==> src/shared/iad_pkg.sv <==
// Package for the I/O, alarm and diagnostic register block.
// Assumes a 20 MHz system clock and 16-bit serial command words.
package iad_pkg;

  // Clock and timing
  localparam int          CLK_MHZ     = 20;
  localparam int          TB_FAST_NS  = 610350;
  localparam int          TB_SLOW_NS  = 18921000;
  localparam int          DR_MIN_US   = 100;
  localparam int          DR_MAX_US   = 200;
  localparam int          TB_FAST_DEF = TB_FAST_NS * CLK_MHZ / 1000;
  localparam int          TB_SLOW_DEF = TB_SLOW_NS * CLK_MHZ / 1000;
  localparam int          DR_MIN_CYC  = (DR_MIN_US * CLK_MHZ);
  localparam int          DR_MAX_CYC  = (DR_MAX_US * CLK_MHZ);
  localparam logic [11:0] DR_CYC      = 12'(DR_MIN_CYC);

  // Frame
  localparam logic [4:0]  FRAME_BITS  = 5'h10;
  localparam int          CMD_WR_BIT  = 15;

  // Byte addresses, low byte of each word
  localparam logic [6:0]  ADDR_ALM_THR1  = 7'h26;
  localparam logic [6:0]  ADDR_ALM_THR2  = 7'h28;
  localparam logic [6:0]  ADDR_ALM_CNT1  = 7'h2A;
  localparam logic [6:0]  ADDR_ALM_CNT2  = 7'h2C;
  localparam logic [6:0]  ADDR_ALARM_CONTROL  = 7'h2E;
  localparam logic [6:0]  ADDR_DAC       = 7'h30;
  localparam logic [6:0]  ADDR_IO_CTRL   = 7'h32;
  localparam logic [6:0]  ADDR_MISC      = 7'h34;
  localparam logic [6:0]  ADDR_SAMPLE_PERIOD  = 7'h36;
  localparam logic [6:0]  ADDR_DIAG      = 7'h3C;
  localparam logic [6:0]  ADDR_GLOBAL_COMMAND  = 7'h3E;

  // Field positions
  localparam int MISC_DR_LINE = 0;
  localparam int MISC_DR_POL  = 1;
  localparam int MISC_DR_EN   = 2;
  localparam int MISC_ORIGIN  = 6;
  localparam int MISC_BIASC   = 7;
  localparam int MISC_ST_POS  = 8;
  localparam int MISC_ST_NEG  = 9;
  localparam int MISC_ST_AUTO = 10;
  localparam int MISC_MEMTST  = 11;
  localparam int ALM_LINE     = 0;
  localparam int ALM_POL      = 1;
  localparam int ALM_OUT_EN   = 2;
  localparam int ALM_FILT     = 4;
  localparam int ALM_ROC1     = 6;
  localparam int ALM_SRC1_LO  = 8;
  localparam int THR_POL      = 15;
  localparam int GLOB_DAC_LAT = 2;
  localparam int SP_TB_BIT    = 7;
  localparam int DG_SUP_LO    = 0;
  localparam int DG_SUP_HI    = 1;
  localparam int DG_FLASH_UPD = 2;
  localparam int DG_SPI_FAIL  = 3;
  localparam int DG_OVR       = 4;
  localparam int DG_ST_ERR    = 5;
  localparam int DG_MEM       = 6;
  localparam int DG_ALM1      = 8;
  localparam int DG_GYRO_ST   = 10;
  localparam int DG_X_ST      = 13;

  // Reset values and masks
  localparam logic [15:0] MISC_RST      = 16'h0006;
  localparam logic [15:0] MISC_MASK     = 16'h0FC7;
  localparam logic [15:0] IO_MASK       = 16'h0F0F;
  localparam logic [15:0] THR_MASK      = 16'hBFFF;
  localparam logic [15:0] ALARM_CONTROL_MASK = 16'hFFD7;
  localparam logic [15:0] DAC_MASK      = 16'h0FFF;
  localparam logic [7:0]  SMPL_RST      = 8'h01;

  // Alarm source codes
  localparam logic [3:0]  SRC_OFF    = 4'h0;
  localparam logic [3:0]  SRC_NONE_A = 4'h3;
  localparam logic [3:0]  SRC_NONE_B = 4'h4;
  localparam logic [3:0]  SRC_INCL_X = 4'h9;
  localparam logic [3:0]  SRC_INCL_Y = 4'hA;
  localparam int          SRC_N      = 12;

  typedef struct packed {
    logic [SRC_N-1:0][13:0] raw;
    logic [SRC_N-1:0][13:0] filt;
  } iad_src_s;

  typedef struct packed {
    logic       st_done;
    logic [3:0] st_fail;
    logic       mt_done;
    logic       mt_fail;
  } iad_test_s;

  typedef struct packed {
    logic supply_hi;
    logic supply_lo;
    logic overrange;
    logic flash_upd_fail;
  } iad_cond_s;

endpackage : iad_pkg

==> src/rtl/iad_io_alarm_diag.sv <==
// I/O line, data-ready, DAC, test trigger, status and alarm registers.
// Assumes a host on a mode-3 serial port and datapath inputs on clk.
// Overview of operation
// - Low nibble sets line directions, bits 11:8 their levels.
// - Default configuration drives line 1 as active-high data ready.
// - Data-ready pulse lasts between 100 and 200 microseconds.
// - Misc bits 2,1,0 give data-ready enable, polarity and line.
// - Misc bit 11 runs memory check into status bit 6, then clears.
// - Misc bit 10 runs self-test, reports flags, then clears itself.
// - Misc bits 9 and 8 apply negative and positive test stimulus.
// - Misc bits 7 and 6 enable bias compensation and origin alignment.
// - DAC value moves to DAC input only on latch command.
// - DAC register holds 12-bit offset binary code in low bits.
// - Status flags clear on read and return next sample if persisting.
// - Supply flags clear by themselves once supply is in range.
// - Status bits 15,14,13,10 flag accelerometer and rate self-test fail.
// - Status bits 9,8 alarms; 5,4,3,2 test, overrange, serial, flash.
// - Status bit 1 high supply, bit 0 low supply.
// - Threshold bit 15 compare polarity, bits 13:0 threshold.
// - Sample count is 8 bits; zero and one both mean one sample.
// - Rate-of-change period is sample count times sample period.
// - Alarm control bits 15:12 and 11:8 pick alarm sources.
// - Bits 7,6 pick rate-of-change; bit 4 filtered; inclines filtered.
// - Alarm control bits 2,1,0 give output enable, polarity, line.
// - Line claims rank misc control, then alarm control, then I/O.
// - Error-active flag is high while any status flag is set.
`timescale 1ns/1ps
module iad_io_alarm_diag
  import iad_pkg::*;
#(
  parameter int TB_FAST_CYC = TB_FAST_DEF,
  parameter int TB_SLOW_CYC = TB_SLOW_DEF
) (
  // Clock and reset
  input  wire logic        clk,
  input  wire logic        rst_n,
  // Serial port
  input  wire logic        cs_n,
  input  wire logic        sclk,
  input  wire logic        din,
  output logic             dout,
  output logic             dout_oe,
  // I/O lines 1..4 at bits 0..3
  input  wire logic [3:0]  io_line_i,
  output logic      [3:0]  io_line_o,
  output logic      [3:0]  io_line_oe,
  // Datapath side
  input  wire iad_src_s    src,
  input  wire iad_test_s   tst,
  input  wire iad_cond_s   cond,
  output logic             st_start,
  output logic             mt_start,
  output logic      [1:0]  st_stim,
  output logic             bias_comp_en,
  output logic             origin_align_en,
  output logic      [11:0] dac_code,
  output logic             sample_tick,
  output logic             error_active_flag
);

  // Pin synchronisers: a change counts once stages two and three agree
  logic [6:0] pin_in;
  logic [6:0] s1_ff, s2_ff, s3_ff, flt_ff, flt_d_ff;
  assign pin_in = {cs_n, sclk, din, io_line_i};
  genvar gp;
  generate
    for (gp = 0; gp < 7; gp++) begin : g_sync
      always_ff @(posedge clk) begin
        if (!rst_n) begin
          s1_ff[gp]    <= 1'b1;
          s2_ff[gp]    <= 1'b1;
          s3_ff[gp]    <= 1'b1;
          flt_ff[gp]   <= 1'b1;
          flt_d_ff[gp] <= 1'b1;
        end else begin
          s1_ff[gp]    <= pin_in[gp];
          s2_ff[gp]    <= s1_ff[gp];
          s3_ff[gp]    <= s2_ff[gp];
          flt_d_ff[gp] <= flt_ff[gp];
          if (s2_ff[gp] == s3_ff[gp]) flt_ff[gp] <= s3_ff[gp];
        end
      end
    end
  endgenerate

  wire       cs_fall   = flt_d_ff[6] & ~flt_ff[6];
  wire       cs_rise   = ~flt_d_ff[6] & flt_ff[6];
  wire       in_frame  = ~flt_ff[6];
  wire       sck_rise  = in_frame & ~flt_d_ff[5] & flt_ff[5];
  wire       sck_fall  = in_frame & flt_d_ff[5] & ~flt_ff[5];
  wire       din_s     = flt_ff[4];
  wire [3:0] io_s      = flt_ff[3:0];
  wire       io4_rise  = io_s[3] & ~flt_d_ff[3];

  // Registers
  logic [15:0] rx_ff, tx_ff;
  logic [4:0]  bit_cnt_ff;
  logic [15:0] io_ctrl_ff, misc_ff, dac_reg_ff, diag_ff, alarm_control_ff;
  logic [1:0][15:0] thr_ff;
  logic [1:0][7:0]  cnt_reg_ff;
  logic [7:0]  sample_period_ff;
  logic        dout_oe_ff, st_start_ff, mt_start_ff, ea_ff, tick_ff;
  logic [11:0] dac_ff;
  logic [3:0]  io_o_ff, io_oe_ff;

  // Command decode at frame end
  wire        frame_ok  = cs_rise & (bit_cnt_ff == FRAME_BITS);
  wire        bad_frame = cs_rise & (bit_cnt_ff != FRAME_BITS) &
                          (bit_cnt_ff != 5'h00);
  wire        cmd_wr    = frame_ok & rx_ff[CMD_WR_BIT];
  wire        cmd_rd    = frame_ok & ~rx_ff[CMD_WR_BIT];
  wire [6:0]  cmd_addr  = rx_ff[14:8];
  wire [7:0]  cmd_data  = rx_ff[7:0];
  wire        cmd_hi    = cmd_addr[0];
  wire [6:0]  word_addr = {cmd_addr[6:1], 1'b0};
  wire        diag_rd   = cmd_rd & (word_addr == ADDR_DIAG);

  function automatic logic [15:0] merge(input logic [15:0] old_v,
                                        input logic        hi,
                                        input logic [7:0]  dat,
                                        input logic [15:0] mask);
    logic [15:0] tmp;
    tmp = hi ? {dat, old_v[7:0]} : {old_v[15:8], dat};
    merge = tmp & mask;
  endfunction : merge

  function automatic logic wr_to(input logic [6:0] base);
    wr_to = cmd_wr & (word_addr == base);
  endfunction : wr_to

  // Read path: input lines report their pin levels
  logic [15:0] io_rd;
  assign io_rd = {4'h0, (io_ctrl_ff[11:8] & io_ctrl_ff[3:0]) |
                  (io_s & ~io_ctrl_ff[3:0]), 4'h0, io_ctrl_ff[3:0]};
  logic [15:0] rd_word;
  always_comb begin
    case (word_addr)
      ADDR_ALM_THR1: rd_word = thr_ff[0];
      ADDR_ALM_THR2: rd_word = thr_ff[1];
      ADDR_ALM_CNT1: rd_word = {8'h00, cnt_reg_ff[0]};
      ADDR_ALM_CNT2: rd_word = {8'h00, cnt_reg_ff[1]};
      ADDR_ALARM_CONTROL: rd_word = alarm_control_ff;
      ADDR_DAC:      rd_word = dac_reg_ff;
      ADDR_IO_CTRL:  rd_word = io_rd;
      ADDR_MISC:     rd_word = misc_ff;
      ADDR_SAMPLE_PERIOD: rd_word = {8'h00, sample_period_ff};
      ADDR_DIAG:     rd_word = diag_ff;
      default:       rd_word = 16'h0000;
    endcase
  end

  // Serial shifter; reply to a read leaves in the next frame
  always_ff @(posedge clk) begin
    if (!rst_n) begin
      rx_ff      <= 16'h0000;
      tx_ff      <= 16'h0000;
      bit_cnt_ff <= 5'h00;
      dout_oe_ff <= 1'b0;
    end else begin
      dout_oe_ff <= in_frame;
      if (cs_fall) bit_cnt_ff <= 5'h00;
      else if (sck_rise && bit_cnt_ff != 5'h1F) bit_cnt_ff <= bit_cnt_ff + 5'h01;
      if (sck_rise) rx_ff <= {rx_ff[14:0], din_s};
      if (frame_ok) tx_ff <= cmd_rd ? rd_word : 16'h0000;
      else if (sck_fall && bit_cnt_ff != 5'h00) tx_ff <= {tx_ff[14:0], 1'b0};
    end
  end

  // Sample timing: internal base counter or external clock on line 4
  logic [18:0] base_cnt_ff;
  logic [6:0]  mul_cnt_ff;
  wire  [18:0] base_len = sample_period_ff[SP_TB_BIT] ? 19'(TB_SLOW_CYC) :
                                                   19'(TB_FAST_CYC);
  // External clock: line 4 input and zero period
  wire         ext_clk  = (sample_period_ff == 8'h00) & ~io_ctrl_ff[3];
  wire         base_end = (base_cnt_ff >= base_len - 19'h1);
  wire         int_tick = base_end & (mul_cnt_ff >= sample_period_ff[6:0]);
  wire         tick     = ext_clk ? io4_rise : int_tick;
  always_ff @(posedge clk) begin
    if (!rst_n || ext_clk) begin
      base_cnt_ff <= 19'h0;
      mul_cnt_ff  <= 7'h0;
    end else if (base_end) begin
      base_cnt_ff <= 19'h0;
      mul_cnt_ff  <= int_tick ? 7'h0 : mul_cnt_ff + 7'h1;
    end else begin
      base_cnt_ff <= base_cnt_ff + 19'h1;
    end
  end

  logic [11:0] dr_cnt_ff;
  always_ff @(posedge clk) begin
    if (!rst_n) dr_cnt_ff <= 12'h000;
    else if (tick) dr_cnt_ff <= DR_CYC;
    else if (dr_cnt_ff != 12'h000) dr_cnt_ff <= dr_cnt_ff - 12'h001;
  end
  wire dr_active = (dr_cnt_ff != 12'h000);

  // Alarms, one generate entry each
  logic [1:0] alm_act_ff;
  genvar ga;
  generate
    for (ga = 0; ga < 2; ga++) begin : g_alarm
      logic [7:0]  per_ff;
      logic [13:0] ref_ff;
      wire [3:0]  sel  = alarm_control_ff[ALM_SRC1_LO + 4*ga +: 4];
      wire        on   = (sel != SRC_OFF) && (sel != SRC_NONE_A) &&
                         (sel != SRC_NONE_B) && (sel < 4'(SRC_N));
      wire        filt = alarm_control_ff[ALM_FILT] || (sel == SRC_INCL_X) ||
                         (sel == SRC_INCL_Y);
      wire [13:0] val  = on ? (filt ? src.filt[sel] : src.raw[sel]) : 14'h0;
      wire        rate_of_change  = alarm_control_ff[ALM_ROC1 + ga];
      wire signed [14:0] thr  = {thr_ff[ga][13], thr_ff[ga][13:0]};
      // Sign-extend first so the difference cannot wrap
      wire signed [14:0] cur  = rate_of_change ? signed'({val[13], val} -
                                              {ref_ff[13], ref_ff}) :
                                      {val[13], val};
      wire        hit  = thr_ff[ga][THR_POL] ? (cur > thr) : (cur < thr);
      // zero and one both one sample
      wire [7:0]  n    = (cnt_reg_ff[ga] == 8'h00) ? 8'h01 : cnt_reg_ff[ga];
      wire        pend = (per_ff >= n - 8'h01);
      always_ff @(posedge clk) begin
        if (!rst_n) begin
          per_ff         <= 8'h00;
          ref_ff         <= 14'h0;
          alm_act_ff[ga] <= 1'b0;
        end else if (!on) begin
          per_ff         <= 8'h00;
          alm_act_ff[ga] <= 1'b0;
        end else if (tick) begin
          if (!rate_of_change || pend) alm_act_ff[ga] <= hit;
          per_ff <= (rate_of_change && !pend) ? per_ff + 8'h01 : 8'h00;
          if (!rate_of_change || pend) ref_ff <= val;
        end
      end
    end
  endgenerate
  wire alarm_any = |alm_act_ff;

  // Register writes
  always_ff @(posedge clk) begin
    if (!rst_n) begin
      io_ctrl_ff  <= 16'h0000;
      misc_ff     <= MISC_RST;
      dac_reg_ff  <= 16'h0000;
      alarm_control_ff <= 16'h0000;
      thr_ff      <= '0;
      cnt_reg_ff  <= '0;
      sample_period_ff <= SMPL_RST;
      st_start_ff <= 1'b0;
      mt_start_ff <= 1'b0;
      dac_ff      <= 12'h000;
    end else begin
      st_start_ff <= 1'b0;
      mt_start_ff <= 1'b0;
      if (wr_to(ADDR_IO_CTRL))
        io_ctrl_ff <= merge(io_ctrl_ff, cmd_hi, cmd_data, IO_MASK);
      if (wr_to(ADDR_MISC)) begin
        misc_ff <= merge(misc_ff, cmd_hi, cmd_data, MISC_MASK);
        if (cmd_hi && cmd_data[MISC_MEMTST-8] && !misc_ff[MISC_MEMTST])
          mt_start_ff <= 1'b1;
        if (cmd_hi && cmd_data[MISC_ST_AUTO-8] && !misc_ff[MISC_ST_AUTO])
          st_start_ff <= 1'b1;
      end else begin
        if (tst.mt_done) misc_ff[MISC_MEMTST] <= 1'b0;
        if (tst.st_done) misc_ff[MISC_ST_AUTO] <= 1'b0;
      end
      if (wr_to(ADDR_DAC))
        dac_reg_ff <= merge(dac_reg_ff, cmd_hi, cmd_data, DAC_MASK);
      if (wr_to(ADDR_GLOBAL_COMMAND) && !cmd_hi && cmd_data[GLOB_DAC_LAT])
        dac_ff <= dac_reg_ff[11:0];
      if (wr_to(ADDR_ALARM_CONTROL))
        alarm_control_ff <= merge(alarm_control_ff, cmd_hi, cmd_data, ALARM_CONTROL_MASK);
      if (wr_to(ADDR_ALM_THR1))
        thr_ff[0] <= merge(thr_ff[0], cmd_hi, cmd_data, THR_MASK);
      if (wr_to(ADDR_ALM_THR2))
        thr_ff[1] <= merge(thr_ff[1], cmd_hi, cmd_data, THR_MASK);
      if (wr_to(ADDR_ALM_CNT1) && !cmd_hi) cnt_reg_ff[0] <= cmd_data;
      if (wr_to(ADDR_ALM_CNT2) && !cmd_hi) cnt_reg_ff[1] <= cmd_data;
      if (wr_to(ADDR_SAMPLE_PERIOD) && !cmd_hi) sample_period_ff <= cmd_data;
    end
  end

  // Status flags: a set in the clearing cycle wins
  logic [15:0] diag_set, diag_clr;
  always_comb begin
    diag_set = 16'h0000;
    if (tst.st_done) begin
      diag_set[15:DG_X_ST]   = tst.st_fail[3:1];
      diag_set[DG_GYRO_ST]   = tst.st_fail[0];
      diag_set[DG_ST_ERR]    = |tst.st_fail;
    end
    diag_set[DG_MEM]         = tst.mt_done & tst.mt_fail;
    // serial failure on a short or long frame
    diag_set[DG_SPI_FAIL]    = bad_frame;
    if (tick) begin
      diag_set[DG_ALM1 +: 2] = alm_act_ff;
      diag_set[DG_OVR]       = cond.overrange;
      diag_set[DG_FLASH_UPD] = cond.flash_upd_fail;
      diag_set[DG_SUP_HI]    = cond.supply_hi;
      diag_set[DG_SUP_LO]    = cond.supply_lo;
    end
    diag_clr = {16{diag_rd}};
    // supply flags drop when back in range
    diag_clr[DG_SUP_HI] = diag_rd | ~cond.supply_hi;
    diag_clr[DG_SUP_LO] = diag_rd | ~cond.supply_lo;
  end
  always_ff @(posedge clk) begin
    if (!rst_n) diag_ff <= 16'h0000;
    else diag_ff <= (diag_ff & ~diag_clr | diag_set) & 16'hE77F;
  end

  // Line ownership
  logic [3:0] nxt_io_o, nxt_io_oe;
  genvar gl;
  generate
    for (gl = 0; gl < 4; gl++) begin : g_line
      wire dr_own = (gl < 2) && misc_ff[MISC_DR_EN] &&
                    (misc_ff[MISC_DR_LINE] == 1'(gl));
      wire al_own = (gl < 2) && alarm_control_ff[ALM_OUT_EN] &&
                    (alarm_control_ff[ALM_LINE] == 1'(gl));
      assign nxt_io_oe[gl] = dr_own | al_own | io_ctrl_ff[gl];
      assign nxt_io_o[gl]  =
        dr_own ? ~(dr_active ^ misc_ff[MISC_DR_POL]) :
        al_own ? ~(alarm_any ^ alarm_control_ff[ALM_POL]) :
                 io_ctrl_ff[8 + gl];
    end
  endgenerate

  always_ff @(posedge clk) begin
    if (!rst_n) begin
      io_o_ff  <= 4'h0;
      io_oe_ff <= 4'h0;
      ea_ff    <= 1'b0;
      tick_ff  <= 1'b0;
    end else begin
      io_o_ff  <= nxt_io_o;
      io_oe_ff <= nxt_io_oe;
      ea_ff    <= |diag_ff;
      tick_ff  <= tick;
    end
  end

  assign dout              = tx_ff[15];
  assign dout_oe           = dout_oe_ff;
  assign io_line_o         = io_o_ff;
  assign io_line_oe        = io_oe_ff;
  assign st_start          = st_start_ff;
  assign mt_start          = mt_start_ff;
  assign st_stim           = misc_ff[MISC_ST_NEG:MISC_ST_POS];
  assign bias_comp_en      = misc_ff[MISC_BIASC];
  assign origin_align_en   = misc_ff[MISC_ORIGIN];
  assign dac_code          = dac_ff;
  assign sample_tick       = tick_ff;
  assign error_active_flag = ea_ff;

  // Checks
  localparam int DRMIN = DR_MIN_CYC;
  localparam int DRMAX = DR_MAX_CYC;
  logic [12:0] dr_len_ff;
  always_ff @(posedge clk) begin
    if (!rst_n || !dr_active) dr_len_ff <= 13'h0;
    else dr_len_ff <= dr_len_ff + 13'h1;
  end
endmodule : iad_io_alarm_diag

==> config.mk <==
export PLATFORM = sky130hd
export DESIGN_NAME = iad_io_alarm_diag
export DESIGN_NICKNAME = d
export VERILOG_FILES = /design/src/shared/iad_pkg.sv /design/src/rtl/iad_io_alarm_diag.sv
export SDC_FILE = /design/constraint.sdc
export NUM_CORES = 1
export LEC_CHECK = 0
export ABC_CLOCK_PERIOD_IN_PS = 12300
export BUFFER_PORTS_ARGS = -buffer_cell sky130_fd_sc_hd__buf_2
export CORE_UTILIZATION = 45
export DETAILED_ROUTE_END_ITERATION = 16
export PLACE_DENSITY = 0.79
export RECOVER_POWER = 50
export SLEW_MARGIN = 20
export SYNTH_ARGS = -nofsm -noshare
export SYNTH_HDL_FRONTEND = slang
export SYNTH_SLANG_ARGS = --single-unit
==> constraint.sdc <==
create_clock -name clk -period 12.3 [get_ports clk]
set_clock_uncertainty 0.15 [all_clocks]
set_input_delay 1.845 -clock clk [delete_from_list [all_inputs] [get_ports clk]]
set_output_delay 1.845 -clock clk [all_outputs]
set_load 0.1 [all_outputs]
Word-level counts from Yosys, hierarchy flattened

Cells that the tools add are included.

Magnitude comparators: 12
Bitwise logic cells: 56
Add/sub/neg operators: 11
Equal/unequal tests: 30
Muxes and demuxes: 45
Reduce and logical (&&, ||, !) cells: 76

Operator list:

| cell                  | count |
|---|---|
| $bmux 14 s4           | 4 |
| $pmux 16 s10          | 1 |
| $mux 14               | 8 |
| $eq 6x5->1 const B    | 11 |
| $mux 16               | 3 |
| $reduce_and 2->1      | 19 |
| $mux 8                | 4 |
| $gt 15x14->1          | 2 |
| $lt 15x14->1          | 2 |
| $mux 15               | 2 |
| $sub 14x14->15        | 2 |
| $and 1x1->1           | 26 |
| $logic_not 8->1       | 3 |
| $logic_and 1x1->1     | 23 |
| $mux 11               | 2 |
| $add 19x1->19 const B | 1 |
| $ge 19x19->1          | 1 |
| $mux 19               | 1 |
| $sub 19x1->19 const B | 1 |
| $add 8x1->8 const B   | 2 |
| $and 16x16->16        | 1 |
| $eq 4x4->1 const B    | 4 |
| $ge 8x8->1            | 2 |
| $not 16->16           | 1 |
| 35 further kinds      | 104 |

Output and inout port bits: 30
Logic and storage cells: 301
Register bits after elaboration: 290

Logic depth before layout (Yosys ltp)

Gate-level depths: netlist of the first run.

Depth after elaboration: 9
Mapped depth: 27
Mapped depth without buffers: 24

Worst setup path before layout of the first run

OpenSTA, ideal clock, no wires.

Kind: input -> register
Start point: input port src[266] (netlist bit)
End point: register alm_act_ff[1]
Arrival: 5.869 ns
Setup slack: 6.195 ns
Stages on the path: 23
Required time: 12.064 ns
Cell sequence: mux4_2 nand3b_1 o21ai_0 a32o_1 nand2_1 ha_1 inv_1 fa_1 nand3_1 a2111o_1 a31oi_1 o21ai_0 nor2b_1 xnor2_1 mux2_2 ha_1 nand4_1 a211o_1 a31oi_1 nor4b_1 a21oi_1 mux2_2 a211oi_1

Word-level cells in the longest chain between the ends: 8
Elaborated cells on any way between the ends: 9

Ends and longest elaborated chain:

| element                                             | RTL line                 | RTL |
|---|---|---|
| start: declaration                                  | iad_io_alarm_diag.sv:48  | `input wire iad_src_s src,` |
| $bmux 14 s4 *                                       | iad_io_alarm_diag.sv:211 | `wire [13:0] val = on ? (filt ? src.filt[sel] : src.raw[sel]) : 14'h0;` |
| $mux 14 (not written as such) *                     | iad_io_alarm_diag.sv:211 |  |
| $mux 14 * (2 in series)                             | iad_io_alarm_diag.sv:211 |  |
| $sub 14x14->15                                      | iad_io_alarm_diag.sv:215 | `wire signed [14:0] cur = rate_of_change ? signed'({val[13], val} -` |
| $mux 15 *                                           | iad_io_alarm_diag.sv:215 |  |
| $lt 15x14->1 / $gt 15x14->1 (equally long branches) | iad_io_alarm_diag.sv:218 | `wire hit = thr_ff[ga][THR_POL] ? (cur > thr) : (cur < thr);` |
| $mux 1 *                                            | iad_io_alarm_diag.sv:218 |  |
| end signal: indexed assignment                      | iad_io_alarm_diag.sv:231 | `if (!rate_of_change \|\| pend) alm_act_ff[ga] <= hit;` |
| end: declaration                                    | iad_io_alarm_diag.sv:200 | `logic [1:0] alm_act_ff;` |

Mark *: on every way between the ends. The rest lies on a longest branch, timed or not. The select of a mux whose other input is x is not followed.
A chain may end at the register's enable or synchronous reset.

==> metrics.cfg, run 1 <==
[run_status]
status=finished, violations left
failed_checks=max-capacitance violations, max-slew violations

[synth]
ys.flop_type=dfxtp_1
synth_most_common_cell=dfxtp_1
synthTopCellsByArea=dfxtp_1 (28%), mux4_2 (16%), ha_1 (6.8%)
seq_area_frac_synth_pct=28.3
synth_cells=2250
synth.cells.most_frequent=dfxtp_1 (287), nand2_1 (221), nor2_1 (214)
synth_top_area_share_pct=28.3
synth_edf_count=0
yosys.cell_types.count=86
ys_ff_latch=287
syn-num-nets=2718
yosys_warnings=0
synth-async-reset-ratio_pct=0
syn_area_um2=20300
synth_largest_area_cell=dfxtp_1
synth_area_per_cell_um2=9.03

[timing]
period_needed_ns=7.71
fmax_mhz=130
rsz0062_at_grt=false
setup_violations=0
final_hold_viol_count=0
setup-tns-final_ns=0
max_slew_margin_pct=-87.0
period_share_pct=62.7
drv_slew=155
worst_pin_slew_ns=2.79

[pwr]
powerDensity_nw_per_um2=96.3
ir_drop_mv=0.124
p_sw_share_pct=26.0
p_leak_nw=8.65
intPower_w=0.00167
clkPwrFrac_pct=43.7
p_switching_w=0.000587
comb_power_share_pct=13.2
p_seq_share_pct=43.1

[drt]
vias=19500
routed_wirelength_mm=69.2
ant_nets=0
routed_via_density=6.23
dr.pass1.iters=7
wl_per_cell_um=22.1
dr.first_iter.drc_count=2139
drc=0

[global_routing]
grt_pass1_wl_mm=106
grt_overflow=0
grt_usage_pct=29.2
grt_pass1_vias=19200
grt_max_degree=99
antenna_found_initial=19

[clock_network]
clock_latency_ns=0.56
htreeDepth=1
cts.sinks=287
clk_pin_slew_ns=0.06
cts_buffers=30
cts_hold_buffers=0
post_cts_buffers=0
root_buffer=clkbuf_16
cts_tree=done
cts.repair.resized=0
cts_buffer_depth=3

[placed_design]
hpwl_mm=51.7
io_buffers=357
placed_area_um2=22400
gp_congestion=0.989

[die]
io_pins=386
die_w_um=215
core_area_um2=44400
num_rows=77
start_util_pct=45.8
die_area_um2=46000
die_h_um=215

[worst_setup_path]
path_max_fanout=77
crit_required_ns=12.65
worst_setup_path_start_kind=primary input
path_class=primary input to flip-flop
arrival_ns=8.06
crit_path_end_kind=flip-flop

[finish]
fin_nets=2971
syn_to_final_growth_pct=15.5
final_layout_size_suffix_gt1_share_pct=25.2
design_area_um2=23500

[run]
cap_viol_max_count=3

[worst_hold_path]
hold_class=flip-flop to flip-flop

==> flip-flops by register name, indices dropped and copies added, names as in the netlist, 14 cells and up <==
| signal | flops |
|---|---|
| g_alarm.ref_ff | 28 |
| g_alarm.thr | 28 |
| g_alarm.per_ff | 16 |
| rx_ff | 16 |
| cnt_reg_ff | 16 |
| alarm_control_ff | 14 |
| tx_ff | 16 |
| base_cnt_ff | 19 |
==> power by group through the flow <==
stage	logic, W	clock network, W	registers, W
6_report	0.000298	0.000988	0.000975
3_5_place_dp	0.000294	0	0.000995
4_1_cts	0.000295	0.000996	0.000974
5_1_grt	0.000324	0.00103	0.000976
2_1_floorplan	0.000178	0	0.00100
3_3_place_gp	0.000277	0	0.000993
==> layout by cell type (no fill, tap or decap), drive strengths merged, types with 21 or more instances in the layout <==
cell    instances
o21ai          62
ha            110
mux2i         108
dfxtp         287
xor2           42
a22oi          21
inv           104
nand2b         43
a211oi         28
and3           21
mux4          140
nor2          217
clkbuf         65
mux2           37
nand3         101
o211ai         24
xnor2          34
buf           354
nand2         223
nor3           44
a21oi         164
a31oi          25
nand4          27
==> critical path, stage by stage <==
cell and delay [ns]:
buf_2 0.08, clkbuf_1 1.23, clkinvlp_2 2.89, a31oi_2 1.76, a32o_1 0.21
==> routing by layer <==
metal | track usage (%) | vias up | part of all wire [%]
met4 | 19.3 | 2 | 7.0
met1 | 34.5 | 9302 | 37
li1 | - | 8869 | -
met5 | 0 | - | 0.013
met2 | 48.3 | 1109 | 47
met3 | 5.72 | 247 | 8.6
==> path summary, 6_finish.rpt <==
path	startpoint	end	slack [ns]	cells past startpoint
worst min-delay path	s1_ff[1]	s2_ff[1]	0.26	1
worst max-delay path	rst_n	g_alarm[0].ref_ff[6]	4.59	5
worst min register to register	s1_ff[1]	s2_ff[1]	0.26	1
worst max register to register	alarm_control_ff[12]	alm_act_ff[1]	5.19	23
==> logic make-up after synthesis <==
| logic type | synth area share [%] |
|---|---|
| AOI/OAI and AO/OA | 15.6 |
| xor gates and xnor gates | 3.27 |
| adders and majority gates | 6.97 |
| buffers and inverters | 5.53 |
| DFF | 28.3 |
| muxes | 22.9 |
| and+or+nand+nor | 17.5 |
==> layout make-up <==
cell class / count / area (µm²)
fill: 3891 / 20900
multi-input combinational: 1693 / 13500
sequential: 287 / 5760
timing repair buffer: 386 / 1960
clock buffer: 33 / 762
tap: 592 / 741
inverter: 105 / 395
clock inverter: 23 / 313
antenna: 18 / 45.0
==> through the flow <==
stage                     setup WS [ns]  power (W)  hold slack (ns)  cells  util, %
final                              4.59    0.00226            0.256   3137     52.8
after global placement             5.30    0.00127            0.243   3063     50.4
after floorplan                    6.20    0.00118            0.236   2250        -
after CTS                          5.31    0.00226            0.258   3119     52.8
after global routing               4.35    0.00233            0.274   3136     52.8
after detailed placement           5.29    0.00129            0.243   3063     50.4
(Power assumes the default switching activity.)
==> run 2: changes to the inputs <==
--- a/config.mk
+++ b/config.mk
@@ -5,11 +5,11 @@
 export SDC_FILE = /design/constraint.sdc
 export NUM_CORES = 1
 export LEC_CHECK = 0
-export ABC_CLOCK_PERIOD_IN_PS = 12300
+export ABC_CLOCK_PERIOD_IN_PS = 6800
 export BUFFER_PORTS_ARGS = -buffer_cell sky130_fd_sc_hd__buf_2
 export CORE_UTILIZATION = 45
 export DETAILED_ROUTE_END_ITERATION = 16
-export PLACE_DENSITY = 0.79
+export PLACE_DENSITY = 0.82
 export RECOVER_POWER = 50
 export SLEW_MARGIN = 20
 export SYNTH_ARGS = -nofsm -noshare
==> constraint.sdc (replaced) <==
create_clock -name clk -period 6.8 [get_ports clk]
set_clock_uncertainty 0.15 [all_clocks]
set_input_delay 1.02 -clock clk [delete_from_list [all_inputs] [get_ports clk]]
set_output_delay 1.02 -clock clk [all_outputs]
set_load 0.1 [all_outputs]
==> metrics.cfg, run 2 (synthesis results as in run 1) <==
[run]
cap_viol_max_count=3  ; unchanged

[worst_setup_path]
cp-startpoint=alarm_control_ff[12]
worst_setup_path_start_kind=flip-flop
crit_slowest_cell=dfxtp_4
crit_path_end_kind=flip-flop
cp_cell_sequence=or2_2 > o21ai_0 > nor2_1 > nor2_1 > buf_4 > nor3_1 > ha_1 > o21ai_0 > a21oi_1 > nor3_1 > o31ai_1 > a31oi_1 > xnor2_1 > mux2_2 > ha_1 > nand4_1 > a211o_1 > a31oi_1 > nor4b_1 > a21oi_1 > mux2_2 > a211oi_1
crit_required_ns=7.13  ; -5.52 ns
rr_endpoint=alm_act_ff[1]
path_max_fanout=24  ; -69%
max_stage_delay_ns=0.65  ; -2.24 ns
reg2reg_from=alarm_control_ff[12]
reg2reg_depth=22  ; -4.3%
crit_end=alm_act_ff[1]
path_class=flip-flop to flip-flop
arrival_ns=6.44  ; -1.62 ns
ff2ff_setup_slack_ns=0.68  ; -4.51 ns

[finish]
seq_area_um2=5760  ; unchanged
syn_to_final_growth_pct=16.5
fin_nets=2992  ; +0.71%
final_layout_size_suffix_gt1_share_pct=25.7  ; +0.50 points
final_cell_mix=buf_2 (327), dfxtp_1 (281), nand2_1 (221)
post-route-util_pct=53.3  ; +0.49 points
n_fill_cell=3917  ; +0.67%
multiInputGateArea_um2=13500  ; about the same
final_common_cell=buf_2
final_cells=3158  ; +0.67%

[run_status]
status=finished, violations left
failed_checks=max-capacitance violations, max-slew violations

[timing]
setup-tns-final_ns=0  ; unchanged
period_share_pct=89.9
setup_violations=0  ; unchanged
layout_setup_ws_ns=0.684  ; -3.90 ns
drv_slew=162  ; +4.5%
period_needed_ns=6.12
worst_pin_slew_ns=3.79  ; +1.00 ns
rsz0062_at_grt=false
max_slew_margin_pct=-153  ; -66 points
final_hold_viol_count=0  ; unchanged
fmax_mhz=164

[global_routing]
grt_pass1_vias=19600  ; +2.0%
grt_overflow=0  ; unchanged
antenna_found_initial=18  ; -1
grt_max_degree=92  ; -7.1%
grt_usage_pct=29.6  ; +0.45 points
grt_pass1_wl_mm=108  ; +1.9%

[drt]
routed_wirelength_mm=70.1  ; +1.2%
drc=0  ; unchanged
vias=19700  ; +1.1%
dr.pass1.iters=8  ; +1
routed_via_density=6.25  ; +0.39%
dr.first_iter.drc_count=2077  ; -2.9%
wl_per_cell_um=22.2  ; +0.54%
ant_nets=0  ; unchanged

[die]
die_w_um=215  ; unchanged
die_area_um2=46000  ; unchanged
num_rows=77  ; unchanged
io_pins=386  ; unchanged
start_util_pct=45.8  ; unchanged
die_h_um=215  ; unchanged
core_area_um2=44400  ; unchanged

[clock_network]
root_buffer=clkbuf_16
cts_tree=done
cts_buffers=30  ; unchanged
clock_latency_ns=0.58  ; +0.02 ns
htreeDepth=1  ; unchanged
cts_hold_buffers=0  ; unchanged
cts_buffer_depth=3  ; unchanged
cts.repair.resized=0  ; unchanged
post_cts_buffers=0  ; unchanged
cts.sinks=287  ; unchanged
clk_pin_slew_ns=0.06  ; about the same

[pwr]
p_leak_nw=8.78  ; +1.5%
finalPower_w=0.00413  ; +83%
ir_drop_mv=0.224  ; +81%
powerDensity_nw_per_um2=174  ; +81%

[placed_design]
io_buffers=357  ; unchanged
place_ws_ns=0.656  ; -4.63 ns
gp_congestion=1.00  ; +1.5%
dp.cells=3084  ; +0.69%
hpwl_mm=52.8  ; +2.2%

[worst_hold_path]
hold_class=flip-flop to flip-flop

==> run 2: routing by layer <==
layer / wire length (µm) / track usage (%) / up-vias
met5: 0 / 0 / -
met4: 4760 / 18.2 / 0
met3: 6260 / 5.77 / 265
met2: 33300 / 49.9 / 1095
met1: 25700 / 34.8 / 9456
li1: - / - / 8920
==> run 2: worst min path at each step <==
stage | start | to | slack (ns) | cells past startpoint
6_report | s1_ff[2] | s2_ff[2] | 0.26 | 1
5_1_grt | s1_ff[3] | s2_ff[3] | 0.28 | 1
4_1_cts | s1_ff[2] | s2_ff[2] | 0.26 | 1
3_5_place_dp | s1_ff[2] | s2_ff[2] | 0.25 | 1
3_3_place_gp | s1_ff[1] | s2_ff[1] | 0.24 | 1
2_1_floorplan | s1_ff[0] | s2_ff[0] | 0.24 | 1
==> run 2: metrics by stage <==
| step | area, µm² | hold WS [ns] |
|---|---|---|
| CTS | 23700 | 0.260 |
| global route | 23700 | 0.283 |
| floorplan | 20300 | 0.236 |
| finish | 23700 | 0.257 |
| global placement | 22600 | 0.240 |
| detailed placement | 22600 | 0.245 |
==> run 2: layout make-up <==
type / instances / area share (%)
sequential: 287 / 24.3
antenna: 18 / 0.190
clock buffer: 40 / 3.59
tap: 592 / 3.13
inverter: 105 / 1.67
multi-input combinational: 1693 / 56.9
clock inverter: 16 / 1.10
timing repair buffer: 407 / 9.08
==> run 2: worst max-delay path: cells and delay by family (launching register included) <==
| kind | cells | cell delay (ns) |
|---|---|---|
| AO/OA/AOI/OAI | 9 | 1.97 |
| AND/OR/NAND/NOR | 7 | 1.62 |
| flip-flops | 1 | 0.65 |
| multiplexers | 2 | 0.64 |
| adder cells (fa/ha/maj) | 2 | 0.53 |
| buffers and inverters | 1 | 0.26 |
| XOR/XNOR | 1 | 0.16 |
==> run 2: power breakdown <==
group	total, W	switching (W)	internal [W]
clock	0.00183	0.000723	0.00111
sequential	0.00176	0.0000397	0.00172
combinational	0.000534	0.000280	0.000253
